$ cat config.mk
export PLATFORM = sky130hd
export DESIGN_NAME = fobr_obs_bank
export DESIGN_NICKNAME = d
export VERILOG_FILES = /design/src/fobr_pkg.sv /design/src/fobr_obs_reg.sv /design/src/fobr_obs_bank.sv
export SDC_FILE = /design/constraint.sdc
export NUM_CORES = 1
export LEC_CHECK = 0
export ABC_AREA = 1
export BUFFER_PORTS_ARGS = -buffer_cell sky130_fd_sc_hd__buf_2
export CAP_MARGIN = 20
export CORE_MARGIN = 4
export CORE_UTILIZATION = 30
export CTS_CLUSTER_SIZE = 16
export DETAILED_ROUTE_END_ITERATION = 6
export GPL_TIMING_DRIVEN = 1
export SETUP_SLACK_MARGIN = 0.15
export SYNTH_ARGS = -nofsm -noshare
export SYNTH_HDL_FRONTEND = slang
export SYNTH_SLANG_ARGS = --single-unit
$ cat constraint.sdc
create_clock -name CLK_I -period 1.88 [get_ports CLK_I]
set_input_delay 0.094 -clock CLK_I [delete_from_list [all_inputs] [get_ports CLK_I]]
set_output_delay 0.094 -clock CLK_I [all_outputs]
set_load 0.03 [all_outputs]
$ cat src/fobr_pkg.sv
// package: offsets, reset values and scaling constants of the observation bank
package fobr_pkg;
  localparam int unsigned DATA_W     = 32;
  localparam int unsigned ADDR_W     = 12;
  localparam int unsigned FRAC_BITS  = 27;
  localparam int unsigned NUM_REGS   = 7;
  localparam int unsigned SEL_W      = 3;
  // register offsets in 16-bit address units
  localparam logic [ADDR_W-1:0] OFS_ALPHA_I = 12'h4d2;
  localparam logic [ADDR_W-1:0] OFS_BETA_I  = 12'h4d4;
  localparam logic [ADDR_W-1:0] OFS_ALPHA_V = 12'h4d6;
  localparam logic [ADDR_W-1:0] OFS_BETA_V  = 12'h4d8;
  localparam logic [ADDR_W-1:0] OFS_D_I     = 12'h4e2;
  localparam logic [ADDR_W-1:0] OFS_Q_I     = 12'h4e4;
  localparam logic [ADDR_W-1:0] OFS_D_V     = 12'h4e6;
  localparam logic [ADDR_W-1:0] OFS_STEP    = 12'h002;
  localparam logic [DATA_W-1:0] RST_VAL     = 32'h0000_0000;
  localparam logic [DATA_W-1:0] UNMAPPED    = 32'h0000_0000;
  typedef enum logic [SEL_W-1:0] {
    SEL_ALPHA_I, SEL_BETA_I, SEL_ALPHA_V, SEL_BETA_V, SEL_D_I, SEL_Q_I, SEL_D_V
  } fobr_sel_e;
endpackage

$ cat src/fobr_obs_reg.sv
// one read-only observation word loaded only by the control loop
`timescale 1ns/1ps
module fobr_obs_reg
(
  input  wire logic                        CLK_I,
  input  wire logic                        RST_I,
  input  wire logic                        load_i,
  input  wire logic [fobr_pkg::DATA_W-1:0] data_i,
  output logic      [fobr_pkg::DATA_W-1:0] q_o
);
  import fobr_pkg::*;

  logic [DATA_W-1:0] val_r;
  logic [DATA_W-1:0] val_nxt;

  always_comb begin
    val_nxt = val_r;
    if (load_i) begin
      val_nxt = data_i;
    end
  end

  always_ff @(posedge CLK_I) begin
    if (RST_I) begin
      val_r <= RST_VAL;
    end else begin
      val_r <= val_nxt;
    end
  end

  assign q_o = val_r;
endmodule

$ cat src/fobr_obs_bank.sv
// top of the field-oriented control observation register bank
// How it works
// - alpha current word is signed Q27, scaled by base current over eight.
// - beta current word is signed Q27, scaled by base current over eight.
// - alpha voltage word is signed Q27, scaled by sixty over root three.
// - beta voltage word is signed Q27, scaled by sixty over root three.
// - d-axis current word is signed Q27, base current over eight.
// - q-axis current word is signed Q27, base current over eight.
// - negative values use full-width two's complement.
// - every observation word reads zero after reset until loaded.
// - beta voltage sits two address units above alpha voltage.
// - d current, q current, d voltage ascend two units apart.
// - d-axis voltage word is signed Q27, sixty over root three.
`timescale 1ns/1ps
module fobr_obs_bank
(
  input  wire logic                          CLK_I,
  input  wire logic                          RST_I,
  input  wire logic [fobr_pkg::NUM_REGS-1:0] LOAD_I,
  input  wire logic [fobr_pkg::DATA_W-1:0]   ALPHA_I_I,
  input  wire logic [fobr_pkg::DATA_W-1:0]   BETA_I_I,
  input  wire logic [fobr_pkg::DATA_W-1:0]   ALPHA_V_I,
  input  wire logic [fobr_pkg::DATA_W-1:0]   BETA_V_I,
  input  wire logic [fobr_pkg::DATA_W-1:0]   D_I_I,
  input  wire logic [fobr_pkg::DATA_W-1:0]   Q_I_I,
  input  wire logic [fobr_pkg::DATA_W-1:0]   D_V_I,
  input  wire logic                          RD_I,
  input  wire logic                          WR_I,
  input  wire logic [fobr_pkg::ADDR_W-1:0]   ADDR_I,
  input  wire logic [fobr_pkg::DATA_W-1:0]   WDATA_I,
  output logic      [fobr_pkg::DATA_W-1:0]   RDATA_O,
  output logic                               RVALID_O,
  output logic                               HIT_O
);
  import fobr_pkg::*;

  // ************************************************************
  // observation storage
  // ************************************************************
  logic [DATA_W-1:0] in_w  [NUM_REGS];
  logic [DATA_W-1:0] obs_w [NUM_REGS];

  assign in_w[SEL_ALPHA_I] = ALPHA_I_I;
  assign in_w[SEL_BETA_I]  = BETA_I_I;
  assign in_w[SEL_ALPHA_V] = ALPHA_V_I;
  assign in_w[SEL_BETA_V]  = BETA_V_I;
  assign in_w[SEL_D_I]     = D_I_I;
  assign in_w[SEL_Q_I]     = Q_I_I;
  assign in_w[SEL_D_V]     = D_V_I;

  // write port never reaches storage; only LOAD_I updates words
  genvar gi;
  generate
    for (gi = 0; gi < NUM_REGS; gi++) begin : g_obs
      fobr_obs_reg u_reg (
        .CLK_I  (CLK_I),
        .RST_I  (RST_I),
        .load_i (LOAD_I[gi]),
        .data_i (in_w[gi]),
        .q_o    (obs_w[gi])
      );
    end
  endgenerate

  // ************************************************************
  // address decode
  // ************************************************************
  function automatic logic [SEL_W:0] decode(input logic [ADDR_W-1:0] a);
    logic [SEL_W:0] r;
    r = {1'b0, SEL_W'(0)};
    if (a == OFS_ALPHA_I) begin
      r = {1'b1, SEL_ALPHA_I};
    end else if (a == OFS_BETA_I) begin
      r = {1'b1, SEL_BETA_I};
    end else if (a == OFS_ALPHA_V) begin
      r = {1'b1, SEL_ALPHA_V};
    end else if (a == OFS_ALPHA_V + OFS_STEP) begin
      r = {1'b1, SEL_BETA_V};
    end else if (a == OFS_D_I) begin
      r = {1'b1, SEL_D_I};
    end else if (a == OFS_D_I + OFS_STEP) begin
      r = {1'b1, SEL_Q_I};
    end else if (a == OFS_D_I + OFS_STEP + OFS_STEP) begin
      r = {1'b1, SEL_D_V};
    end
    return r;
  endfunction

  // ************************************************************
  // read port
  // ************************************************************
  logic [SEL_W:0]    dec_w;
  logic [DATA_W-1:0] rdata_r;
  logic [DATA_W-1:0] rdata_nxt;
  logic              rvalid_r;
  logic              rvalid_nxt;
  logic              hit_r;
  logic              hit_nxt;

  assign dec_w = decode(ADDR_I);

  always_comb begin
    rdata_nxt  = rdata_r;
    rvalid_nxt = RD_I;
    hit_nxt    = hit_r;
    if (RD_I) begin
      hit_nxt   = dec_w[SEL_W];
      rdata_nxt = dec_w[SEL_W] ? obs_w[dec_w[SEL_W-1:0]] : UNMAPPED;
    end
  end

  always_ff @(posedge CLK_I) begin
    if (RST_I) begin
      rdata_r  <= RST_VAL;
      rvalid_r <= 1'b0;
      hit_r    <= 1'b0;
    end else begin
      rdata_r  <= rdata_nxt;
      rvalid_r <= rvalid_nxt;
      hit_r    <= hit_nxt;
    end
  end

  assign RDATA_O  = rdata_r;
  assign RVALID_O = rvalid_r;
  assign HIT_O    = hit_r;

  // ************************************************************
  // read port checks
  // ************************************************************
  // the answer carries the word as it stood at the request edge, hence $past
  chk_read_latency: assert property (@(posedge CLK_I) disable iff (RST_I)
    RD_I |=> RVALID_O)
    else $error("read not answered next cycle");
  chk_valid_drop: assert property (@(posedge CLK_I) disable iff (RST_I)
    !RD_I |=> !RVALID_O)
    else $error("read valid without request");
  chk_read_hold: assert property (@(posedge CLK_I) disable iff (RST_I)
    !RD_I |=> $stable(RDATA_O) && $stable(HIT_O))
    else $error("read data moved without request");
  chk_alpha_i_read: assert property (@(posedge CLK_I) disable iff (RST_I)
    RD_I && ADDR_I == OFS_ALPHA_I
    |=> HIT_O && RDATA_O == $past(obs_w[SEL_ALPHA_I]))
    else $error("alpha current read wrong");
  chk_beta_i_read: assert property (@(posedge CLK_I) disable iff (RST_I)
    RD_I && ADDR_I == OFS_BETA_I
    |=> HIT_O && RDATA_O == $past(obs_w[SEL_BETA_I]))
    else $error("beta current read wrong");
  chk_alpha_v_read: assert property (@(posedge CLK_I) disable iff (RST_I)
    RD_I && ADDR_I == OFS_ALPHA_V
    |=> HIT_O && RDATA_O == $past(obs_w[SEL_ALPHA_V]))
    else $error("alpha voltage read wrong");
  chk_beta_v_addr: assert property (@(posedge CLK_I) disable iff (RST_I)
    RD_I && ADDR_I == OFS_BETA_V
    |=> HIT_O && RDATA_O == $past(obs_w[SEL_BETA_V]))
    else $error("beta voltage address wrong");
  chk_d_i_read: assert property (@(posedge CLK_I) disable iff (RST_I)
    RD_I && ADDR_I == OFS_D_I
    |=> HIT_O && RDATA_O == $past(obs_w[SEL_D_I]))
    else $error("d current read wrong");
  chk_q_i_read: assert property (@(posedge CLK_I) disable iff (RST_I)
    RD_I && ADDR_I == OFS_Q_I
    |=> HIT_O && RDATA_O == $past(obs_w[SEL_Q_I]))
    else $error("q current read wrong");
  chk_dv_addr: assert property (@(posedge CLK_I) disable iff (RST_I)
    RD_I && ADDR_I == OFS_D_V
    |=> HIT_O && RDATA_O == $past(obs_w[SEL_D_V]))
    else $error("d voltage address wrong");
  chk_mapped_hit: assert property (@(posedge CLK_I) disable iff (RST_I)
    RD_I && dec_w[SEL_W] |=> HIT_O)
    else $error("mapped read not flagged");
  chk_unmapped_zero: assert property (@(posedge CLK_I) disable iff (RST_I)
    RD_I && !dec_w[SEL_W]
    |=> !HIT_O && RDATA_O == UNMAPPED)
    else $error("unmapped read not zero");
  // odd offsets fall between words and must never alias one
  chk_odd_unmapped: assert property (@(posedge CLK_I) disable iff (RST_I)
    RD_I && ADDR_I[0]
    |=> !HIT_O && RDATA_O == UNMAPPED)
    else $error("odd offset read as a word");
  chk_reset_zero: assert property (@(posedge CLK_I)
    RST_I |=> RDATA_O == RST_VAL && !RVALID_O && !HIT_O)
    else $error("read port not cleared by reset");

  // ************************************************************
  // storage checks
  // ************************************************************
  chk_load_stores: assert property (@(posedge CLK_I) disable iff (RST_I)
    LOAD_I[SEL_Q_I]
    |=> obs_w[SEL_Q_I] == $past(Q_I_I))
    else $error("q current not loaded");
  chk_write_ignored: assert property (@(posedge CLK_I) disable iff (RST_I)
    WR_I && !LOAD_I[SEL_D_I]
    |=> $stable(obs_w[SEL_D_I]))
    else $error("write changed observation word");
  chk_wdata_unseen: assert property (@(posedge CLK_I) disable iff (RST_I)
    WR_I && !LOAD_I[SEL_ALPHA_I] && WDATA_I != obs_w[SEL_ALPHA_I]
    |=> obs_w[SEL_ALPHA_I] != $past(WDATA_I))
    else $error("write data reached a word");
  // every word: cleared by reset, loaded whole, otherwise frozen
  generate
    for (gi = 0; gi < NUM_REGS; gi++) begin : g_chk
      chk_word_reset: assert property (@(posedge CLK_I)
        RST_I |=> obs_w[gi] == RST_VAL)
        else $error("word not zero after reset");
      chk_word_load: assert property (@(posedge CLK_I) disable iff (RST_I)
        LOAD_I[gi] |=> obs_w[gi] == $past(in_w[gi]))
        else $error("loaded word not stored whole");
      chk_word_hold: assert property (@(posedge CLK_I) disable iff (RST_I)
        !LOAD_I[gi] |=> $stable(obs_w[gi]))
        else $error("word changed without load");
    end
  endgenerate

  // ************************************************************
  // coverage
  // ************************************************************
  cov_read_hit: cover property (@(posedge CLK_I) disable iff (RST_I) RD_I && dec_w[SEL_W]);
  cov_read_miss: cover property (@(posedge CLK_I) disable iff (RST_I) RD_I && !dec_w[SEL_W]);
  cov_write_try: cover property (@(posedge CLK_I) disable iff (RST_I) WR_I);
  cov_load_read: cover property (@(posedge CLK_I) disable iff (RST_I)
    LOAD_I[SEL_D_I] ##1 RD_I && ADDR_I == OFS_D_I);
  cov_neg_read: cover property (@(posedge CLK_I) disable iff (RST_I)
    RVALID_O && HIT_O && RDATA_O[DATA_W-1]);
endmodule

==> results of run 1 <==
==> area by class of cell <==
| class | instances | share of cell area, % |
|---|---|---|
| flip-flops and latches | 258 | 30.2 |
| multi-input cells | 999 | 29.9 |
| repair buffers | 572 | 26.0 |
| clock buffers | 46 | 5.26 |
| inverters | 214 | 4.69 |
| well taps | 511 | 3.74 |
| clock inverters | 4 | 0.263 |
==> synth_stat cells <==
cell type	count	area share, %
nand4_1	64	3.4
o21ai_2	1	0.075
clkbuf_1	77	2.5
buf_6	2	0.19
a211oi_1	192	12
nand2_2	3	0.16
a21oi_1	66	2.8
inv_2	11	0.36
clkinv_1	1	0.032
nand2_1	234	7.6
buf_2	36	1.6
nand3_1	228	9.8
nor2_1	199	6.4
nor2_2	4	0.22
nand3_2	4	0.34
dfxtp_1	258	44
nor2_8	1	0.17
inv_1	202	6.5
buf_1	14	0.45
buf_4	5	0.32
nor2_4	1	0.097
nor3_1	2	0.086
==> sequential cells by signal, summed over array words and instances (netlist names) <==
register / cells
g_obs.u_reg.q_o: 224
RDATA_O: 32
HIT_O: 1
RVALID_O: 1
==> worst paths after layout <==
| kind | depth (start not counted) | slack, ps | end |
|---|---|---|---|
| max | 11 | 370 | RDATA_O[17] |
| min | 3 | 20 | g_obs[6].u_reg.q_o[7] |
| max reg2reg | 6 | 770 | RDATA_O[17] |
| min reg2reg | 2 | 460 | RDATA_O[11] |
==> cells by family (layout without fill, tap and decap cells) <==
group | count (synthesis) | in the layout | share of synthesized area, %
and+or+nand+nor | 740 | 740 | 28.3
AOI/OAI and AO/OA | 259 | 259 | 15.3
buffers and inverters | 348 | 836 | 11.9
DFF | 258 | 258 | 44.4
==> metal layers <==
metal  global-route usage [%]  wire (µm)  up-vias
met2                     32.5      19400      403
met4                     7.06       1370        0
met3                     2.50       2460       89
met1                     28.3      20500     5720
li1                         -          -     6286
met5                        0          0        -
==> power breakdown <==
part,internal [µW],switching [µW]
logic,883,888
registers,5790,86.4
clock network,3370,2240
==> cell usage in the layout, fill, tap and decap left out <==
| cell type | n |
|---|---|
| a211oi_1 | 192 |
| a21oi_1 | 66 |
| buf_12 | 19 |
| buf_2 | 278 |
| buf_4 | 34 |
| bufinv_16 | 1 |
| clkbuf_1 | 6 |
| clkbuf_16 | 29 |
| clkbuf_8 | 12 |
| clkinv_1 | 1 |
| clkinv_2 | 3 |
| dfxtp_1 | 258 |
| dlygate4sd3_1 | 240 |
| inv_1 | 202 |
| inv_2 | 11 |
| nand2_1 | 234 |
| nand2_2 | 3 |
| nand3_1 | 227 |
| nand3_4 | 5 |
| nand4_1 | 64 |
| nor2_1 | 199 |
| nor2_2 | 3 |
| nor2_4 | 2 |
| nor2_8 | 1 |
| nor3_1 | 2 |
| o21ai_2 | 1 |
==> critical path: cells and delay by family <==
family / cells / cell delay (ps)
AOI/OAI and AO/OA: 1 / 120
buffers and inverters: 2 / 380
and+or+nand+nor: 8 / 1380
==> stage by stage <==
stage | instances | instance area [µm²]
after CTS | 2604 | 17100
after global routing | 2604 | 17100
after detailed placement | 2314 | 13800
after floorplan | 1605 | 11600
final | 2604 | 17100
after global placement | 2314 | 13800
==> metrics, run 1 <==
status finished, final reports clean; die width 205 µm; Util after Layout between 40 and 50%; Nets ~2400; die area roughly 42000 µm²; worst-skew pair later-pin latency between 500 and 600 ps; pre-CTS setup slack -168 ps; share of cells above drive strength 1 between 15 and 20%; VDD IR-drop max between 0.5 and 0.6 mV; Initial Util 30.6%; worst setup path startpoint ADDR_I[7]; first-pass GRT wire length a little under 70000 µm; Max Transition Viols Final 0; core footprint between 30000 and 40000 µm²; Synth Register Bits 258; largest net degree at the start of global routing 65; WS Path Type in2reg; Final Hold Viols 0; # diodes 0; grt ovf 0; HPWL after DPL ~29000 µm; post-route minimum period about 1500 ps; routability cong. between 0.8 and 0.9; static leakage about 0.0074 µW; CTS tree done; Hold Slack 23.7 ps; Iteration-0 DRC Markers ~740; Total GRT Usage 20.3%; fillers between 3000 and 4000; Worst-Margin Slew between 600 and 700 ps; initial antenna violation count 0; PostCTS Resize Cnt 0; cts hold-fix bufs 240; Hold Startpoint LOAD_I[6]; area of the multi-input gates slightly above 5000 µm²; maximum operating frequency about 660 MHz; Top Ports around 310; DIE HEIGHT 205 µm; Synth Cell Area between 10000 and 15000 µm²; via count ~12000; setup bufs post-CTS 0; cells along the critical path buf_2 > nand2_1 > nor2_1 > nand3_4 > nand2_1 > nor2_4 > buf_12 > nand3_1 > nand3_1 > nand3_1 > a21oi_1; crit path launch type input port; PwrDens roughly 770 nW/µm²; sequential-to-total area share from yosys stat between 40% and 50%; Crit. End Element register; Reg clk slew, reported paths ~60 ps; CP Max Fanout 31; Clock Sinks 258; Yosys cell types 22; drt drc 0; DR WL/cell 16.8 µm; Worst EP required between 2000 and 2500 ps; Synth Warn # 0; Storage cell area 5160 µm²; Slew headroom between 50% and 60%; Worst Hold Class in2reg; maxcap violations 0; Cell Rows 71; Post-Syn Instances between 1500 and 2000; final period utilization about four fifths; critical path arrival between 1500 and 2000 ps; Clock Skew ~4.4 ps; reg2reg start g_obs[2].u_reg.q_o[17]; total CTS buffers 29; worst-case clock buffer depth 3; Via-to-Cell Ratio 4.80; setup tns final 0 ps; Setup WS post-layout roughly 370 ps; max incr delay on CP around 520 ps; Avg Cell Area, Syn approximately 7.2 µm²; Final Setup Violations 0; Pre-Repair DR Iteration Count 7; layout overhead on the synthesized area 47.3%; final WL roughly 44000 µm; Post-Syn Nets 1884; ANT nets after route 0; IO Port Bufs 279; Root Buffer clkbuf_16; Top cell by count, worst path nand3_1; Tot Pwr 13300 µW; RSZ-0062 raised after global routing false; slowest CP cell nor2_4; vias in the first global route between 10000 and 15000; # H-tree levels 1
Power figures use the tool's default switching activity.
==> run 2: changes to the inputs <==
--- a/config.mk
+++ b/config.mk
@@ -5,7 +5,7 @@
 export SDC_FILE = /design/constraint.sdc
 export NUM_CORES = 1
 export LEC_CHECK = 0
-export ABC_AREA = 1
+export ABC_AREA = 0
 export BUFFER_PORTS_ARGS = -buffer_cell sky130_fd_sc_hd__buf_2
 export CAP_MARGIN = 20
 export CORE_MARGIN = 4
==> constraint.sdc (replaced) <==
create_clock -name CLK_I -period 1.51 [get_ports CLK_I]
set_input_delay 0.0755 -clock CLK_I [delete_from_list [all_inputs] [get_ports CLK_I]]
set_output_delay 0.0755 -clock CLK_I [all_outputs]
set_load 0.03 [all_outputs]
==> metrics, run 2 <==
Synth Register Bits 258 (unchanged); sequential-to-total area share from yosys stat 47.7% (+3.2 points); DIE HEIGHT 198 µm (-3.3%); # H-tree levels 1 (unchanged); grt ovf 0 (unchanged); maximum operating frequency about 730 MHz; Yosys cell types 53 (+140%); Hold Slack 30.7 ps (+7.05 ps); max reg flops 224 (unchanged); DR WL/cell 18.8 µm (+12%); final WL 40300 µm (-7.9%); fillers 3292 (-12%); Post-synth EDFFs 0 (unchanged); Buf+Inv Stages, Crit Path 4 (+2); final period utilization approximately 90%; total CTS buffers 29 (unchanged); top cells by area, synth dfxtp_1 48%, mux2i_1 21%, nor2_1 9.8%; Clock Skew 14.3 ps (+9.86 ps); worst-skew pair later-pin latency 550 ps (about the same); Max Transition Viols Final 0 (unchanged); Post-synth top flop dfxtp_1; count leader, synth nor2_1; vias in the first global route 10400 (-18%); most common cell after layout, fill and taps aside nor2_1; crit path launch type input port; RSZ-0062 raised after global routing true; Nets 1937 (-18%); Top Ports 313 (unchanged); drt drc 0 (unchanged); Yosys top cell by area dfxtp_1; Post-Syn Nets 1404 (-25%); via count 10100 (-19%); CTS tree done; Final Setup Violations 0 (unchanged); Initial Util 30.5% (-0.18 points); Slew headroom 45.8% (-10 points); Synth Warn # 0 (unchanged); die area 39200 µm² (-6.5%); CP Max Fanout 9 (-71%); post-route minimum period between 1000 and 1500 ps; VDD IR-drop max 0.803 mV (+36%); first-pass GRT wire length 60300 µm (-12%); worst-case clock buffer depth 3 (unchanged); IO Port Bufs 279 (unchanged); die width 198 µm (-3.3%); Synth top area share 47.7% (+3.2 points); critical path arrival 1790 ps (-190 ps); reg2reg start g_obs[5].u_reg.q_o[3]; Final Hold Viols 0 (unchanged); Pre-Repair DR Iteration Count 5 (-2); Storage cell area 5170 µm² (about the same); Post-Syn Instances 1125 (-30%); Worst Hold Class in2reg; Reg clk slew, reported paths 60 ps (about the same); maxcap violations 0 (unchanged); routability cong. 0.854 (-2.7%); static leakage 0.00780 µW (+4.8%); commonest cells in the netlist 282 x nor2_1, 258 x dfxtp_1, 224 x mux2i_1; share of cells above drive strength 1 29.0% (+9.8 points); Total GRT Usage 19.4% (-0.87 points); WS Path Type in2reg; core footprint 35600 µm² (-6.2%); PwrDens 970 nW/µm² (+25%); status finished, final reports clean; Util after Layout 47.6% (+2.5 points); ANT nets after route 0 (unchanged); area of the multi-input gates 5580 µm² (+8.9%); Iteration-0 DRC Markers 447 (-39%); worst setup path startpoint ADDR_I[4]; Tot Pwr 16400 µW (+24%); Cell Rows 69 (-2.8%); cells along the critical path clkbuf_4 > and3b_2 > a22oi_4 > buf_4 > a211oi_4 > buf_6 > clkbuf_16 > a221o_1 > a22o_1; most frequent cells in the layout 280 x nor2_1, 275 x buf_2, 256 x dfxtp_1; layout overhead on the synthesized area 56.3%; largest net degree at the start of global routing 155 (+140%); Avg Cell Area, Syn 9.63 µm² (+33%); Hold Startpoint LOAD_I[4]; Post-synth ARST share 0% (unchanged); Root Buffer clkbuf_16; initial antenna violation count 1 (+1); Worst-Margin Slew 813 ps (+153 ps); crit-path leading delay family compound AO/OA/AOI/OAI gates; Synth Cell Area 10800 µm² (-6.8%); Via-to-Cell Ratio 4.73 (-1.4%); Worst EP required 1930 ps (-420 ps); slowest CP cell a221o_1; Crit. End Element register; HPWL after DPL 26800 µm (-6.7%); max incr delay on CP 390 ps (-130 ps); Clock Sinks 258 (unchanged)
-- run 2: timing repair --
item,CTS,global route
cloned,0,2
hold endpoints to repair,226,0
setup endpoints to repair,4,22
gates resized for setup,7,32
pin swaps,0,14
buffers inserted,0,11
hold buffers,230,0
-- run 2: power breakdown --
group | internal, µW | leakage, µW | switching, µW
clock | 4160 | 0.000455 | 2810
sequential | 7170 | 0.00212 | 208
combinational | 1170 | 0.00522 | 906
-- run 2: cells by family (layout without fill, tap and decap cells) --
family	after synthesis	after routing	synth area share [%]
simple gates	371	371	14.0
compound gates	143	143	10.4
flops	258	258	47.7
buf+inv	94	648	3.57
other cells	0	1	0
xor+xnor	3	3	0.312
mux	256	256	24.1
-- run 2: final timing paths --
| check | slack, ps | depth (start not counted) | end |
|---|---|---|---|
| hold / removal | 30 | 3 | g_obs[4].u_reg.q_o[11] |
| hold reg to reg | 450 | 2 | RDATA_O[20] |
| setup reg to reg | 150 | 6 | RDATA_O[3] |
| setup / recovery | 150 | 9 | RDATA_O[3] |
-- run 2: per-stage QoR --
step / instance area, µm² / TNS, ps / setup slack [ps] / std cells
floorplan: 11000 / -1230 / -179 / 1125
global placement: 13400 / -10460 / -413 / 1845
global route: 16900 / 0 / 101 / 2141
detailed placement: 13400 / -11100 / -416 / 1845
finish: 16900 / 0 / 148 / 2141
CTS: 16700 / 0 / 136 / 2127
-- run 2: routing by layer --
layer	GRT usage [%]	up-vias	share of wire (%)
met5	0	-	0
met4	5.64	0	3.0
met3	3.03	61	5.3
met2	30.3	286	44
met1	27.9	4791	48
li1	-	4989	-
-- run 2: layout make-up --
class / count / share of cell area, %
antenna: 1 / 0.0148
clock buffer: 47 / 5.04
clock inverter: 5 / 0.443
inverter: 4 / 0.0887
multi-input combinational: 773 / 32.9
sequential: 258 / 30.5
tap: 461 / 3.41
timing repair buffer: 592 / 27.6
-- run 2: worst reg2reg max path, stage by stage, from the launching register on --
cell and delay (ps):
dfxtp_2 330, nor2b_4 120, a221oi_2 260, buf_4 160, a2111oi_4 40, buf_4 140, a22o_1 190
==> run 3: changes to the inputs <==
--- a/config.mk
+++ b/config.mk
@@ -6,13 +6,14 @@
 export NUM_CORES = 1
 export LEC_CHECK = 0
 export ABC_AREA = 0
-export BUFFER_PORTS_ARGS = -buffer_cell sky130_fd_sc_hd__buf_2
 export CAP_MARGIN = 20
 export CORE_MARGIN = 4
 export CORE_UTILIZATION = 30
 export CTS_CLUSTER_SIZE = 16
 export DETAILED_ROUTE_END_ITERATION = 6
+export DONT_BUFFER_PORTS = 1
 export GPL_TIMING_DRIVEN = 1
+export PLACE_DENSITY = 0.44
 export SETUP_SLACK_MARGIN = 0.15
 export SYNTH_ARGS = -nofsm -noshare
 export SYNTH_HDL_FRONTEND = slang
==> metrics, run 3 (synthesis results as in run 2) <==
slowest CP cell a221oi_1; Crit. End Element register; Via-to-Cell Ratio 4.82 (+2.0%); Cell Rows 69 (unchanged); CP Max Fanout 2 (-7); final period utilization 88.4% (-1.8 points); Root Buffer clkbuf_16; worst-skew pair later-pin latency 570 ps (+20 ps); routability cong. 0.795 (-6.9%); max incr delay on CP 370 ps (-20 ps); die area 39200 µm² (unchanged); post-route minimum period 1330 ps (-27.7 ps); first-pass GRT wire length 58900 µm (-2.4%); status complete, but fails checks; critical path arrival 1800 ps (about the same); static leakage 0.00706 µW (-9.4%); Final Hold Viols 64 (+64); CTS tree done; Hold Crit Depth 2 (-1); vias in the first global route 9766 (-5.9%); VDD IR-drop max 1.04 mV (+30%); initial antenna violation count 1 (unchanged); PwrDens 1030 nW/µm² (+6.1%); Nets 1708 (-12%); DIE HEIGHT 198 µm (unchanged); DR WL/cell 20.1 µm (+6.9%); final WL 38600 µm (-4.3%); drt drc 0 (unchanged); Hold Path Sink g_obs[5].u_reg.q_o[17]; Worst EP required 1970 ps (+40 ps); Pre-Repair DR Iteration Count 5 (unchanged); Clock Sinks 258 (unchanged); Iteration-0 DRC Markers 333 (-26%); Worst Hold Class in2reg; grt ovf 0 (unchanged); Slew headroom 70.8% (+25 points); reg2reg start g_obs[5].u_reg.q_o[11]; total CTS buffers 31 (+6.9%); Hold Startpoint RST_I; ANT nets after route 0 (unchanged); Hold Slack -109 ps (-139 ps); maxcap violations 0 (unchanged); maximum operating frequency 749 MHz (+2.1%); core footprint 35600 µm² (unchanged); fin area 15900 µm² (-6.1%); IO Port Bufs 0 (-100%); share of cells above drive strength 1 13.6% (-15 points); failing checks negative hold slack; Top Ports 313 (unchanged); Worst R2R Setup Slack 180 ps (+30 ps); r2r worst-path depth 5 (-1); placed cell area 11900 µm² (-11%); Max Transition Viols Final 0 (unchanged); layout overhead on the synthesized area 46.7%; Initial Util 30.5% (unchanged); max reg flops 224 (unchanged); # H-tree levels 1 (unchanged); crit path launch type register; cells along the critical path nor2b_1 > a221oi_1 > a2111oi_2 > buf_4 > a22o_1; die width 198 µm (unchanged); Total GRT Usage 19.2% (-0.24 points); Worst-Margin Slew 437 ps (-375 ps); cts hold-fix bufs 293 (+27%); via count 9246 (-8.7%); RSZ-0062 raised after global routing true; HPWL after DPL 25500 µm (-5.0%); worst-case clock buffer depth 3 (unchanged); largest net degree at the start of global routing 161 (+3.9%); RR Endpoint RDATA_O[11]; Clock Skew 11.6 ps (-2.69 ps); Final Setup Violations 0 (unchanged); most frequent cells in the layout 292 x dlygate4sd3_1, 280 x nor2_1, 258 x dfxtp_1; most common cell after layout, fill and taps aside dlygate4sd3_1; Reg clk slew, reported paths 60 ps (about the same); WS Path Type reg2reg
==> run 3: cell count changes in the layout (fill, tap and decap cells not counted), sizes merged <==
cell         previous run  this run
clkbuf                 51        44
clkinvlp                0         2
inv                     4         5
diode                   1         2
clkinv                  3         9
dlygate4sd3           230       292
buf                   358        69
==> run 3: cell type report <==
cell class,count,area [µm²]
multi-input cells,773,5510
well taps,461,577
clock buffers,44,875
flip-flops and latches,258,5160
repair buffers,361,3620
diodes,2,5.00
clock inverters,14,129
inverters,4,15.0
fillers,3541,19700
==> run 3: timing repair <==
item,CTS,global route
gates resized for setup,5,8
pin swaps,0,4
buffers inserted,0,1
hold endpoints to repair,255,65
setup endpoints to repair,4,28
==> run 3: layer usage <==
metal	wire length, µm	part of all wire (%)	vias up	GRT usage (%)
li1	-	-	4530	-
met4	922	2.4	2	5.00
met2	16900	44	224	29.6
met5	20	0.052	-	0
met3	2750	7.1	52	5.34
met1	17900	47	4438	26.5
==> run 3: through the flow <==
step	setup WS (ps)	utilization, %	total power, µW	std cells	setup TNS [ps]
finish	176	44.7	16400	1917	0
global placement	-464	33.4	8330	1563	-9350
floorplan	-179	-	8370	1125	-1230
global route	96.3	44.7	17100	1915	0
detailed placement	-477	33.4	8340	1563	-10030
CTS	151	44.6	16600	1914	0
==> run 3: critical path, delay by kind of cell (launching register included) <==
family | cells | cell delay, ps
DFF | 1 | 310
and+or+nand+nor | 1 | 140
AOI/OAI and AO/OA | 3 | 620
buffers and inverters | 1 | 150
==> run 3: power by group <==
| part | leakage [µW] | switching, µW | total [µW] | internal, µW |
|---|---|---|---|---|
| clock network | 0.000496 | 3050 | 7410 | 4360 |
| registers | 0.00212 | 205 | 7370 | 7170 |
| logic | 0.00444 | 507 | 1590 | 1080 |
| total | 0.00706 | 3760 | 16400 | 12600 |
==> run 3: how the worst max path moves through the flow <==
| stage | start | end | slack (ps) | cells after the start |
|---|---|---|---|---|
| 6_report | g_obs[5].u_reg.q_o[11] | RDATA_O[11] | 180 | 5 |
| 5_1_grt | g_obs[5].u_reg.q_o[11] | RDATA_O[11] | 100 | 5 |
| 4_1_cts | g_obs[2].u_reg.q_o[9] | RDATA_O[9] | 150 | 4 |
| 3_5_place_dp | ADDR_I[8] | RDATA_O[10] | -480 | 7 |
| 3_3_place_gp | ADDR_I[8] | RDATA_O[10] | -460 | 7 |
| 2_1_floorplan | ADDR_I[4] | RDATA_O[11] | -180 | 7 |
